$ cat config.mk
export PLATFORM = sky130hd
export DESIGN_NAME = reference_loss_and_auto_sequencer
export DESIGN_NICKNAME = d
export VERILOG_FILES = /design/src/seq_pkg.sv /design/src/reference_loss_and_auto_sequencer.sv /design/src/step_table.sv
export SDC_FILE = /design/constraint.sdc
export NUM_CORES = 2
export LEC_CHECK = 0
export BUFFER_PORTS_ARGS = -buffer_cell sky130_fd_sc_hd__buf_2
export CORE_MARGIN = 2
export CORE_UTILIZATION = 55
export CTS_CLUSTER_SIZE = 40
export DETAILED_ROUTE_END_ITERATION = 8
export MAX_ROUTING_LAYER = met4
export PLACE_DENSITY = 0.82
export REMOVE_ABC_BUFFERS = 1
export SETUP_SLACK_MARGIN = 0.3
export SLEW_MARGIN = 20
export SYNTH_ARGS = -nofsm -noshare
export SYNTH_HDL_FRONTEND = slang
export SYNTH_SLANG_ARGS = --single-unit
$ cat constraint.sdc
create_clock -name core_clk -period 21.3 [get_ports core_clk]
set_clock_uncertainty 0.1 [all_clocks]
set_input_delay 1.065 -clock core_clk [delete_from_list [all_inputs] [get_ports core_clk]]
set_output_delay 1.065 -clock core_clk [all_outputs]
set_load 0.05 [all_outputs]
$ cat src/seq_pkg.sv
// Constants, register map and types shared by the reference supervisor files.
// Assumes a single 50 MHz core clock and a 32-bit register bus.
package seq_pkg;

  // ----------------------------------------------------------------
  // Timing
  // ----------------------------------------------------------------
  localparam int CLK_PERIOD_NS = 20;
  localparam int TICK_MS = 100;
  localparam int TICK_CYCLES = TICK_MS * 1_000_000 / CLK_PERIOD_NS;
  // Waiting time is held in 100 ms ticks; 1.0 s default.
  localparam logic [7:0] WAIT_RST = 8'h0a;

  // ----------------------------------------------------------------
  // Register byte offsets
  // ----------------------------------------------------------------
  localparam int ADDR_W = 5;
  localparam logic [4:0] OFS_CTRL = 5'h00;
  localparam logic [4:0] OFS_WAIT = 5'h04;
  localparam logic [4:0] OFS_STEPS = 5'h08;
  localparam logic [4:0] OFS_STATUS = 5'h0c;
  localparam logic [4:0] OFS_MASK = 5'h10;
  localparam logic [4:0] OFS_STATE = 5'h14;
  localparam logic [4:0] OFS_TBL_ADDR = 5'h18;
  localparam logic [4:0] OFS_TBL_DATA = 5'h1c;

  // ----------------------------------------------------------------
  // Codes and layouts
  // ----------------------------------------------------------------
  localparam logic [2:0] SRC_KEYPAD1 = 3'h0;
  localparam logic [2:0] SRC_KEYPAD2 = 3'h1;

  typedef enum logic [1:0] {
    REACT_NONE = 2'h0,
    REACT_COAST = 2'h1,
    REACT_DECEL = 2'h2
  } loss_react_t;

  typedef enum logic [1:0] {
    AUTO_OFF = 2'h0,
    AUTO_A = 2'h1,
    AUTO_B = 2'h2
  } auto_mode_t;

  typedef enum logic [2:0] {
    S_IDLE = 3'h0,
    S_FETCH = 3'h1,
    S_RAMP = 3'h3,
    S_HOLD = 3'h2,
    S_WAIT_GO = 3'h6
  } seq_state_t;

  typedef struct packed {
    logic [2:0] seq_select;
    auto_mode_t auto_mode;
    loss_react_t loss_react;
    logic [2:0] freq_src;
  } ctrl_t;

  localparam ctrl_t CTRL_RST = '{seq_select: 3'h1, auto_mode: AUTO_OFF,
                                 loss_react: REACT_NONE, freq_src: SRC_KEYPAD1};

  typedef struct packed {
    logic dir;
    logic [6:0] hold;
    logic [7:0] trans;
    logic [15:0] freq;
  } step_t;

  typedef struct packed {
    logic [15:0] freq;
    logic [2:0] pad;
    logic loss;
    logic busy;
    logic pending;
    logic dir;
    logic [2:0] seq;
    logic [2:0] step;
    seq_state_t fsm;
  } state_view_t;

  localparam int IRQ_W = 3;
  localparam int IRQ_LOSS = 0;
  localparam int IRQ_STEP = 1;
  localparam int IRQ_SEQ = 2;
  localparam int STEP_FIELD_W = 4;
  localparam int STEPS_W = 20;
  localparam logic [19:0] STEPS_RST = 20'h22222;
  localparam logic [3:0] MAX_STEPS = 4'h8;
  localparam int TBL_AW = 6;

  // ----------------------------------------------------------------
  // Decoders
  // ----------------------------------------------------------------
  function automatic logic [2:0] seq_decode(input logic [2:0] hml);
    case (hml)
      3'h1: seq_decode = 3'h1;
      3'h2: seq_decode = 3'h2;
      3'h4: seq_decode = 3'h3;
      3'h3: seq_decode = 3'h4;
      3'h5: seq_decode = 3'h5;
      default: seq_decode = 3'h0;
    endcase
  endfunction

  function automatic logic [2:0] step_last(input logic [19:0] steps, input logic [2:0] seq);
    int idx;
    logic [3:0] n;
    idx = (int'(seq) - 1) * STEP_FIELD_W;
    if (idx < 0 || idx > STEPS_W - STEP_FIELD_W) idx = 0;
    n = steps[idx +: STEP_FIELD_W];
    if (n == 4'h0) step_last = 3'h0;
    else if (n > MAX_STEPS) step_last = 3'h7;
    else step_last = 3'(n - 4'h1);
  endfunction

endpackage

$ cat src/reference_loss_and_auto_sequencer.sv
// Frequency reference loss supervisor and automatic step sequencer.
// Assumes an Avalon-MM master, synchronous terminal inputs and one core clock.
//
// The placing of the registers and the Avalon-MM slave port were left to the implementer.

// What this block does
// - Choose digital or analog loss from source.
// - Keypad source: comm error for wait means loss.
// - Other sources: analog loss criterion decides.
// - Reaction none keeps previous frequency.
// - Reaction decel stops with configured deceleration.
// - Waiting time programmable, default one second.
// - Auto mode: off default, free-run, step-triggered.
// - Auto runs only from select and trigger terminals.
// - Selector register defaults to sequence one.
// - Step count per sequence defaults to two.
// - Free-run: one closure plays all steps.
// - Step-triggered: advance only on trigger closure.
// - New selection waits for running sequence end.
// - Each step stores frequency, times, direction.
// - Step pulse each step, sequence pulse last.
module reference_loss_and_auto_sequencer #(
  parameter int TICK_CYCLES = seq_pkg::TICK_CYCLES
) (
  input wire logic core_clk,
  input wire logic rst,
  input wire logic [4:0] avs_address,
  input wire logic avs_read,
  input wire logic avs_write,
  input wire logic [31:0] avs_writedata,
  output logic [31:0] avs_readdata,
  output logic avs_waitrequest,
  input wire logic comm_err,
  input wire logic analog_loss,
  input wire logic [15:0] ref_freq,
  input wire logic sel_lo,
  input wire logic sel_mid,
  input wire logic sel_hi,
  input wire logic go_step,
  output logic [15:0] freq_cmd,
  output logic run_reverse,
  output logic coast_stop,
  output logic decel_stop,
  output logic auto_active,
  output logic step_pulse,
  output logic seq_pulse,
  output logic loss_flag,
  output logic irq
);

  // ----------------------------------------------------------------
  // Register bus
  // ----------------------------------------------------------------
  localparam int TW = $clog2(TICK_CYCLES + 1);

  seq_pkg::ctrl_t ctrl_r;
  logic [7:0] wait_r;
  logic [19:0] steps_r;
  logic [seq_pkg::IRQ_W-1:0] status_r, status_nxt, mask_r, events;
  logic [seq_pkg::TBL_AW-1:0] tbl_addr_r;
  logic ack_r, wr_ok, rd_ok, rd_take, tbl_wr;
  logic [31:0] rd_mux, readdata_r;
  seq_pkg::state_view_t view;

  assign avs_waitrequest = (avs_read | avs_write) & ~ack_r;
  assign wr_ok = avs_write & ack_r;
  assign rd_ok = avs_read & ack_r;
  assign rd_take = avs_read & ~ack_r;
  assign tbl_wr = wr_ok && avs_address == seq_pkg::OFS_TBL_DATA;
  assign avs_readdata = readdata_r;

  always_comb begin
    case (avs_address)
      seq_pkg::OFS_CTRL: rd_mux = 32'(ctrl_r);
      seq_pkg::OFS_WAIT: rd_mux = 32'(wait_r);
      seq_pkg::OFS_STEPS: rd_mux = 32'(steps_r);
      seq_pkg::OFS_STATUS: rd_mux = 32'(status_r);
      seq_pkg::OFS_MASK: rd_mux = 32'(mask_r);
      seq_pkg::OFS_STATE: rd_mux = 32'(view);
      seq_pkg::OFS_TBL_ADDR: rd_mux = 32'(tbl_addr_r);
      default: rd_mux = 32'h0;
    endcase
  end

  // A status read clears only the bits it returned; a new event wins.
  assign status_nxt = events | (status_r & ~((rd_ok && avs_address == seq_pkg::OFS_STATUS) ?
                      readdata_r[seq_pkg::IRQ_W-1:0] : '0));
  assign irq = |(status_r & mask_r);

  always_ff @(posedge core_clk or posedge rst) begin
    if (rst) begin
      ack_r <= 1'b0;
      readdata_r <= 32'h0;
      status_r <= '0;
    end else begin
      ack_r <= (avs_read | avs_write) & ~ack_r;
      if (rd_take) readdata_r <= rd_mux;
      status_r <= status_nxt;
    end
  end

  always_ff @(posedge core_clk or posedge rst) begin
    if (rst) begin
      ctrl_r <= seq_pkg::CTRL_RST;
      wait_r <= seq_pkg::WAIT_RST;
      steps_r <= seq_pkg::STEPS_RST;
      mask_r <= '0;
      tbl_addr_r <= '0;
    end else if (wr_ok) begin
      case (avs_address)
        seq_pkg::OFS_CTRL: ctrl_r <= seq_pkg::ctrl_t'(avs_writedata[$bits(ctrl_r)-1:0]);
        seq_pkg::OFS_WAIT: wait_r <= avs_writedata[7:0];
        seq_pkg::OFS_STEPS: steps_r <= avs_writedata[seq_pkg::STEPS_W-1:0];
        seq_pkg::OFS_MASK: mask_r <= avs_writedata[seq_pkg::IRQ_W-1:0];
        seq_pkg::OFS_TBL_ADDR: tbl_addr_r <= avs_writedata[seq_pkg::TBL_AW-1:0];
        default: ;
      endcase
    end
  end

  // ----------------------------------------------------------------
  // Time base and reference loss
  // ----------------------------------------------------------------
  logic [TW-1:0] tick_cnt_r;
  logic tick, src_keypad, err_sel, loss_r, loss_nxt;
  logic [7:0] loss_cnt_r;
  logic [15:0] held_r;

  assign tick = tick_cnt_r == TW'(TICK_CYCLES - 1);
  assign src_keypad = ctrl_r.freq_src == seq_pkg::SRC_KEYPAD1 ||
                      ctrl_r.freq_src == seq_pkg::SRC_KEYPAD2;
  assign err_sel = src_keypad ? comm_err : analog_loss;
  assign loss_nxt = err_sel && loss_cnt_r >= wait_r;

  always_ff @(posedge core_clk or posedge rst) begin
    if (rst) begin
      tick_cnt_r <= '0;
      loss_cnt_r <= 8'h0;
      loss_r <= 1'b0;
      held_r <= 16'h0;
    end else begin
      tick_cnt_r <= tick ? '0 : tick_cnt_r + TW'(1);
      if (!err_sel) loss_cnt_r <= 8'h0;
      else if (tick && loss_cnt_r != 8'hff) loss_cnt_r <= loss_cnt_r + 8'h1;
      loss_r <= loss_nxt;
      if (!loss_r) held_r <= ref_freq;
    end
  end

  // ----------------------------------------------------------------
  // Sequence selection from terminals
  // ----------------------------------------------------------------
  logic sel_any, sel_any_r, go_r, go_edge, closure, pend_r, start;
  logic [2:0] sel_code, pend_seq_r;

  assign sel_code = seq_pkg::seq_decode({sel_hi, sel_mid, sel_lo});
  assign sel_any = sel_hi | sel_mid | sel_lo;
  // Closure on the select terminals is the only way to start a run.
  assign closure = sel_any & ~sel_any_r & (ctrl_r.auto_mode != seq_pkg::AUTO_OFF);
  assign go_edge = go_step & ~go_r;

  always_ff @(posedge core_clk or posedge rst) begin
    if (rst) begin
      sel_any_r <= 1'b0;
      go_r <= 1'b0;
      pend_r <= 1'b0;
      pend_seq_r <= 3'h1;
    end else begin
      sel_any_r <= sel_any;
      go_r <= go_step;
      pend_r <= closure | (pend_r & ~start);
      if (closure) pend_seq_r <= (sel_code != 3'h0) ? sel_code : ctrl_r.seq_select;
    end
  end

  // ----------------------------------------------------------------
  // Step sequencer
  // ----------------------------------------------------------------
  seq_pkg::seq_state_t state_r, state_nxt;
  seq_pkg::step_t entry_r, entry_nxt, rd_entry;
  logic [2:0] seq_r, seq_nxt, step_r, step_nxt, last_idx;
  logic [7:0] time_r, time_nxt;
  logic [31:0] acc_r, acc_nxt, total_r, total_nxt, acc_sum;
  logic [15:0] freq_r, freq_nxt, diff_r, diff_nxt;
  logic fetch_r, fetch_nxt, up_r, up_nxt, step_now, step_ev, seq_ev;
  logic [31:0] rd_word;

  step_table #(.AW(seq_pkg::TBL_AW), .DW(32)) u_table (
    .core_clk(core_clk),
    .rst(rst),
    .wr_en(tbl_wr),
    .wr_addr(tbl_addr_r),
    .wr_data(avs_writedata),
    .rd_addr({seq_r, step_r}),
    .rd_data_r(rd_word)
  );

  assign rd_entry = seq_pkg::step_t'(rd_word);
  assign last_idx = seq_pkg::step_last(steps_r, seq_r);
  assign acc_sum = acc_r + 32'(diff_r);
  // One unit per clock at most; a shortened tick may leave the ramp to snap at its end.
  assign step_now = acc_sum >= total_r;
  assign start = state_r == seq_pkg::S_IDLE && state_nxt == seq_pkg::S_FETCH;

  always_comb begin
    state_nxt = state_r;
    entry_nxt = entry_r;
    seq_nxt = seq_r;
    step_nxt = step_r;
    time_nxt = time_r;
    acc_nxt = acc_r;
    total_nxt = total_r;
    freq_nxt = freq_r;
    diff_nxt = diff_r;
    up_nxt = up_r;
    fetch_nxt = 1'b0;
    step_ev = 1'b0;
    seq_ev = 1'b0;
    case (state_r)
      seq_pkg::S_IDLE: begin
        if (pend_r) begin
          state_nxt = seq_pkg::S_FETCH;
          seq_nxt = pend_seq_r;
          step_nxt = 3'h0;
        end
      end
      seq_pkg::S_FETCH: begin
        fetch_nxt = ~fetch_r;
        if (fetch_r) begin
          entry_nxt = rd_entry;
          up_nxt = rd_entry.freq >= freq_r;
          diff_nxt = up_nxt ? rd_entry.freq - freq_r : freq_r - rd_entry.freq;
          total_nxt = 32'(rd_entry.trans) * 32'(TICK_CYCLES);
          time_nxt = 8'h0;
          acc_nxt = 32'h0;
          state_nxt = seq_pkg::S_RAMP;
        end
      end
      seq_pkg::S_RAMP: begin
        if (time_r >= entry_r.trans) begin
          freq_nxt = entry_r.freq;
          time_nxt = 8'h0;
          state_nxt = seq_pkg::S_HOLD;
        end else begin
          if (tick) time_nxt = time_r + 8'h1;
          acc_nxt = step_now ? acc_sum - total_r : acc_sum;
          if (step_now) freq_nxt = up_r ? freq_r + 16'h1 : freq_r - 16'h1;
        end
      end
      seq_pkg::S_HOLD: begin
        if (time_r >= {1'b0, entry_r.hold}) begin
          step_ev = 1'b1;
          time_nxt = 8'h0;
          if (step_r == last_idx) begin
            seq_ev = 1'b1;
            state_nxt = seq_pkg::S_IDLE;
          end else if (ctrl_r.auto_mode == seq_pkg::AUTO_B) begin
            state_nxt = seq_pkg::S_WAIT_GO;
          end else begin
            step_nxt = step_r + 3'h1;
            state_nxt = seq_pkg::S_FETCH;
          end
        end else if (tick) begin
          time_nxt = time_r + 8'h1;
        end
      end
      seq_pkg::S_WAIT_GO: begin
        if (go_edge) begin
          step_nxt = step_r + 3'h1;
          state_nxt = seq_pkg::S_FETCH;
        end
      end
      default: state_nxt = seq_pkg::S_IDLE;
    endcase
    if (ctrl_r.auto_mode == seq_pkg::AUTO_OFF) state_nxt = seq_pkg::S_IDLE;
  end

  always_ff @(posedge core_clk or posedge rst) begin
    if (rst) begin
      state_r <= seq_pkg::S_IDLE;
      entry_r <= '0;
      seq_r <= 3'h1;
      step_r <= 3'h0;
      time_r <= 8'h0;
      acc_r <= 32'h0;
      total_r <= 32'h0;
      freq_r <= 16'h0;
      diff_r <= 16'h0;
      up_r <= 1'b0;
      fetch_r <= 1'b0;
    end else begin
      state_r <= state_nxt;
      entry_r <= entry_nxt;
      seq_r <= seq_nxt;
      step_r <= step_nxt;
      time_r <= time_nxt;
      acc_r <= acc_nxt;
      total_r <= total_nxt;
      freq_r <= freq_nxt;
      diff_r <= diff_nxt;
      up_r <= up_nxt;
      fetch_r <= fetch_nxt;
    end
  end

  // ----------------------------------------------------------------
  // Outputs and events
  // ----------------------------------------------------------------
  logic busy;

  assign busy = state_r != seq_pkg::S_IDLE;
  assign events = {seq_ev, step_ev, loss_nxt & ~loss_r};
  assign view = '{freq: freq_r, pad: 3'h0, loss: loss_r, busy: busy, pending: pend_r,
                  dir: entry_r.dir, seq: seq_r, step: step_r, fsm: state_r};

  always_ff @(posedge core_clk or posedge rst) begin
    if (rst) begin
      freq_cmd <= 16'h0;
      run_reverse <= 1'b0;
      coast_stop <= 1'b0;
      decel_stop <= 1'b0;
      auto_active <= 1'b0;
      step_pulse <= 1'b0;
      seq_pulse <= 1'b0;
      loss_flag <= 1'b0;
    end else begin
      freq_cmd <= busy ? freq_r : (loss_r ? held_r : ref_freq);
      run_reverse <= busy & entry_r.dir;
      coast_stop <= loss_r && ctrl_r.loss_react == seq_pkg::REACT_COAST;
      decel_stop <= loss_r && ctrl_r.loss_react == seq_pkg::REACT_DECEL;
      auto_active <= busy;
      step_pulse <= step_ev;
      seq_pulse <= seq_ev;
      loss_flag <= loss_r;
    end
  end
endmodule

$ cat src/step_table.sv
// Step table memory: one word per step of every sequence.
// Assumes writes from the bus side and a registered read for the sequencer.
module step_table #(
  parameter int AW = 6,
  parameter int DW = 32
) (
  input wire logic core_clk,
  input wire logic rst,
  input wire logic wr_en,
  input wire logic [AW-1:0] wr_addr,
  input wire logic [DW-1:0] wr_data,
  input wire logic [AW-1:0] rd_addr,
  output logic [DW-1:0] rd_data_r
);

  logic [DW-1:0] mem [2**AW];

  always_ff @(posedge core_clk) begin
    if (wr_en) begin
      mem[wr_addr] <= wr_data;
    end
  end

  always_ff @(posedge core_clk or posedge rst) begin
    if (rst) begin
      rd_data_r <= '0;
    end else begin
      rd_data_r <= mem[rd_addr];
    end
  end

endmodule

Word level (Yosys, flattened, before mapping)
Memory sizes are Yosys's and may differ from the RTL's. A register that Yosys moved wholly into a read port is not among the register bits.
Index checks and enable logic that the tools add are counted.
Operators by class
  add/sub/neg operators: 12
  multipliers: 1
  order comparisons: 8
  equal/unequal tests: 32
  shift-type cells: 1
  muxes and demuxes: 49
  bitwise gates (word level): 24
  reductions and logical operators: 33
Operators by type and width (count)
  case mux 32 bit (7 select lines): 1
  two-way mux 32 bit: 4
  two-way mux 16 bit: 6
  case mux 32 bit (2 select lines): 1
  two-way mux 3 bit: 17
  two-way mux 8 bit: 6
  adder 32 x 16 -> 32 bit: 1
  greater-or-equal comparator 32 x 31 -> 1 bit: 1
  variable part select 20 x 32 -> 4 bit: 1
  subtractor 16 bit: 2
  subtractor 32 x 31 -> 32 bit: 1
  case mux 3 bit (5 select lines): 2
  multiplier 8 x 17 -> 25 bit, second input constant: 1
  case mux 8 bit (3 select lines): 1
  adder 23 x 1 -> 23 bit, second input constant: 1
  equality test 23 bit, second input constant: 1
  two-way mux 23 bit: 1
  equality test 5 bit, second input constant: 4
  AND reduction 2 bit: 9
  adder 16 x 1 -> 16 bit, second input constant: 1
  adder 8 x 1 -> 8 bit, second input constant: 2
  greater-or-equal comparator 16 bit: 1
  greater-or-equal comparator 8 bit: 2
  subtractor 16 x 1 -> 16 bit, second input constant: 1
  37 further kinds: 92
Word-level totals
  bits in registers: 300
  bits in writable memories: 2048
  input port bits: 63
  output and inout bits: 57
  logic and storage cells: 202
  memories kept: 1
Memory list
  u_table.mem: words 64, width 32, rd ports 1, clocked after Yosys merged registers in 1, wr ports 1, line step_table.sv:16  | logic [DW-1:0] mem [2**AW];

Logic depth before layout (Yosys ltp)
  word-level depth: 18
  mapped depth: 22
  depth with buffers taken out: 21

Cells and area by module
Synthesis repeated with hierarchy kept, for this count alone.
Second synthesis, totals
  cell total of the unflattened synthesis: 5679
  area total of the unflattened synthesis: 99081.3 µm²
Modules (own cells, without submodules)
  step_table: times used 1, cells an instance 3512, area each 78963.2 µm², sequential area each 62299.8 µm²
  reference_loss_and_auto_sequencer: times used 1, cells an instance 2167, area each 20118.0 µm², sequential area each 7469.7 µm²

Worst setup path before layout
No wires, ideal clock.
  path kind: reg2reg
  start: register acc_r[0]
  end: register acc_r[23]
  library setup time: 142 ps
  arrival: 4729 ps
  data required time: 21058 ps
  path slack: 16328 ps
  cell stages (with the launch flop): 22
  path buffers: 1
  period minus slack after synthesis: 4972 ps
  cells stage by stage: dfrtp_1 > ha_1 > fa_1 > a211o_1 > o211ai_1 > a211oi_1 > o41ai_1 > a21oi_1 > and2_1 > nand2_1 > xnor2_1 > ha_1 > nand2_1 > o21ai_0 > a221oi_1 > o21ai_1 > o311a_1 > o21a_1 > nor4_4 > buf_2 > mux2i_1 > o221ai_1
On the way
  word-level cells in the longest chain between the ends: 5
  elaborated cells between the ends (all ways): 6
  those cells by class: 2 x add/sub; 1 x order compare; 3 x mux
Ends and longest elaborated chain
  from (decl): line reference_loss_and_auto_sequencer.sv:183  | logic [31:0] acc_r, acc_nxt, total_r, total_nxt, acc_sum;
  from (signal assigned): line reference_loss_and_auto_sequencer.sv:297  | acc_r <= acc_nxt;
  adder 32 x 16 -> 32 bit *: line reference_loss_and_auto_sequencer.sv:200  | assign acc_sum = acc_r + 32'(diff_r);
  subtractor 32 x 31 -> 32 bit or greater-or-equal comparator 32 x 31 -> 1 bit (tied branches): line reference_loss_and_auto_sequencer.sv:246, reference_loss_and_auto_sequencer.sv:202
  two-way mux 32 bit *: line reference_loss_and_auto_sequencer.sv:246  | acc_nxt = step_now ? acc_sum - total_r : acc_sum;
  two-way mux 32 bit *: line reference_loss_and_auto_sequencer.sv:240  | if (time_r >= entry_r.trans) begin
  case mux 32 bit (2 select lines) *: line reference_loss_and_auto_sequencer.sv:219  | case (state_r)
Mark *: on every way between the ends. The rest lies on a longest branch, timed or not. The select of a mux whose other input is x is not followed.
A chain may end at the register's enable or synchronous reset.

Worst setup path after layout
  start: register acc_r[0]
  end: register acc_r[17]
Same word-level chain as after synthesis.

==> flow_metrics.py <==
metrics = {
    "sta": {
        "max_freq_mhz": 149,
        "hold_violations": 0,
        "period_minus_slack_ps": 6700,
        "finalSetupViolCount": 0,
        "max-slew-margin-rel_pct": 21.5,
        "tightest_slew_ps": 1180,
        "slew_violations": 0,
        "post-route-period-util_pct": 31.5,
        "rsz0062_at_grt": "false",
        "setup_slack_ps": 14600,
    },
    "detailed_routing": {
        "dr.pass1.iters": 7,
        "vias": 55500,
        "viasPerCell": 6.95,
        "drt-wirelength-per-cell_um": 34.8,
        "drc": 0,
        "drt.antenna.violating_nets": 0,
        "wl_um": 278000,
        "drt_iter0_drc": 9286,
    },
    "synth": {
        "netlist.area_leader.share_pct": 62.5,
        "yosys.cell_count.top_type": "edfxtp_1",
        "synth_warnings": 0,
        "synth_edf_count": 2048,
        "ys_async_sr_fraction_pct": 13.9,
        "yosys_register_bits": 2378,
        "netlist.top_cell.by_area": "edfxtp_1",
        "synth_area_sq_um": 98300,
        "synthFlopType": "edfxtp_1",
        "syn-instance-count": 5225,
        "ys_seq_area_share_pct": 70.9,
        "ys_types": 81,
        "netlist_top_cells_area": "edfxtp_1, mux4_2, dfrtp_1",
        "synth.avg_cell_area_sq_um": 18.8,
        "ys_top_cells_by_count": "edfxtp_1, mux4_2, dfrtp_1, nand2_1, nor2_1",
    },
    "worst_setup_path": {
        "startpoint": "acc_r[0]",
        "cp_max_fo": 29,
        "crit_buf_inv": 1,
        "path_cells": "ha_1, fa_1, a211o_1, o211ai_1, a211oi_1, o41ai_1, a21oi_1, and2_1, nand2_1, xnor2_1, ha_1, nand2_1, o21ai_0, a221oi_1, o21ai_1, o311a_1, o21a_1, nor4_4, buf_4, nand2_1, o21ai_0, o2bb2ai_1",
        "critPathArrivalTime_ps": 7360,
        "worstPathRequired_ps": 21960,
        "path_delay_family": "compound AO/OA/AOI/OAI gates",
        "worstSetupPathType": "reg2reg",
        "r2r_start": "acc_r[0]",
        "critPathCaptureType": "register",
        "cpMaxStageDelayCell": "nor4_4",
        "crit_path_frequent_cell": "nand2_1",
        "max_stage_delay_ps": 910,
        "r2r_setup_slack_ps": 14600,
        "start_kind": "register",
    },
    "clock_tree": {
        "cts_tree": "done",
        "cts_buffers": 215,
        "clkSinkCount": 2378,
        "insertion_delay_ps": 880,
        "cts_resized": 0,
        "hold_buffers": 0,
        "clkTransAtPathRegs_ps": 70,
        "root_buffer": "clkbuf_16",
        "post_cts_buffers": 0,
        "ctsHtreeMaxLevel": 4,
        "clock_path_buffers": 3,
    },
    "pwr": {
        "p_sw_uw": 3850,
        "clkPwrFrac_pct": 31.9,
        "powerDensity_nw_per_um2": 114,
        "combPwrFrac_pct": 25.2,
        "switching_share_pct": 30.8,
        "p_leak_uw": 0.0367,
        "max-vdd-ir-drop_uv": 175,
        "power_frac_seq_pct": 42.9,
        "internal_power_uw": 8630,
    },
    "die": {
        "core_area_sq_um": 178000,
        "chipHeight_um": 427,
        "rows": 155,
        "start_util_pct": 55.2,
        "fp.dieW_um": 427,
        "die-area_sq_um": 182000,
        "ios": 120,
    },
    "final_layout": {
        "post-route-util_pct": 61.6,
        "nets": 5703,
        "drive_gt1_share_pct": 24.5,
        "area_delta_synth_final_pct": 11.5,
        "fin_area_sq_um": 110000,
    },
    "run": {
        "cap_violations": 0,
    },
    "global_routing": {
        "antenna_found_initial": 31,
        "grt-ovfl-total": 0,
        "top_usage_layer": "met2",
        "grt_util_all_layers_pct": 31.6,
        "grtUsageMet1_pct": 38.7,
        "grt_pass1_vias": 55500,
        "met3_usage_pct": 7.11,
        "grt_pass1_wl_um": 397000,
        "grt_max_degree": 149,
        "gr-usage-met2_pct": 50.4,
    },
    "place": {
        "dp_slack_ps": 14640,
        "placed_area_sq_um": 102000,
        "gp_congestion": 0.893,
        "port_buffers": 119,
        "dp.final_hpwl_um": 141000,
    },
    "run_status": {
        "outcome": "finished clean",
    },
    "worst_hold_path": {
        "min_path_type": "in2reg",
        "hold_start": "go_step",
    },
}
==> state kept, by name, indices dropped and copies added (netlist names), 3 cells and up <==
name	cells
u_table.mem	2048
acc_r	32
avs_readdata	32
entry_r	32
u_table.rd_data_r	32
tick_cnt_r	23
total_r	23
steps_r	20
diff_r	16
freq_cmd	16
freq_r	16
held_r	16
ctrl_r	10
loss_cnt_r	8
time_r	8
wait_r	8
tbl_addr_r	6
mask_r	3
pend_seq_r	3
seq_r	3
state_r	3
status_r	3
step_r	3
==> kinds of logic after synthesis <==
| kind of cell | share of synthesized area, % |
|---|---|
| buffers and inverters | 1.59 |
| xor gates and xnor gates | 0.935 |
| muxes | 16.1 |
| DFF | 70.9 |
| and+or+nand+nor | 3.62 |
| adders and majority gates | 2.86 |
| AOI/OAI and AO/OA | 3.93 |
==> power by group through the flow <==
stage | clock network, uW | registers [uW] | logic (uW)
floorplan | 0 | 5450 | 2240
global placement | 0 | 5430 | 2990
detailed placement | 0 | 5440 | 3060
CTS | 4000 | 5340 | 3110
global route | 4150 | 5350 | 3470
finish | 3980 | 5350 | 3150
==> through the flow <==
stage	total power (uW)	hold slack, ps	TNS, ps	std cells
after detailed placement	8490	363	0	7567
after global routing	13000	279	0	7990
after CTS	12400	255	0	7971
final	12500	295	0	7994
after global placement	8420	354	0	7567
after floorplan	7690	314	-128	4990
==> per-layer routing <==
layer / part of all wire [%] / wire [um] / up-vias
met2: 50 / 138000 / 4740
met1: 33 / 92700 / 28400
met5: 0 / 0 / -
li1: - / - / 21500
met4: 5.2 / 14400 / 0
met3: 12 / 32400 / 944
==> placed cells by master (no fill, tap or decap), types with 18 or more instances in the layout <==
cell,n
a211oi_1,29
a21o_1,52
a21oi_1,106
a22o_1,25
a31oi_1,35
and2_1,21
buf_2,94
buf_4,123
bufinv_16,22
clkbuf_1,43
clkbuf_16,216
clkinv_1,41
clkinv_2,42
dfrtp_1,316
diode_2,22
edfxtp_1,2048
fa_1,25
ha_1,185
inv_1,172
mux2_2,71
mux2i_1,20
mux4_2,659
nand2_1,274
nand2b_1,29
nand3_1,76
nand4_1,18
nor2_1,136
nor2_4,64
nor2b_1,19
nor3_1,45
o21a_1,20
o21ai_0,181
o21ai_1,19
or3_1,21
xnor2_1,54
xor2_1,51
==> final cells by class <==
cell class                      instances  area (sq um)
Sequential cell                      2378         69800
Fill cell                           11600         68400
Multi-Input combinational cell       2438         27500
Clock buffer                          269          5700
Tap cell                             2355          2950
Timing Repair Buffer                  223          1510
Clock inverter                        135          1440
Inverter                              174           668
Antenna cell                           22          55.1
==> worst paths after layout <==
kind                                     to  depth (start not counted)
max reg2reg                       acc_r[17]                         22
min reg2reg                avs_readdata[11]                          2
min in group asynchronous       freq_cmd[5]                          2
max in group asynchronous       entry_r[21]                          4
max                               acc_r[17]                         22
min                                    go_r                          1
Note: power is estimated with default switching activity, not from simulation.
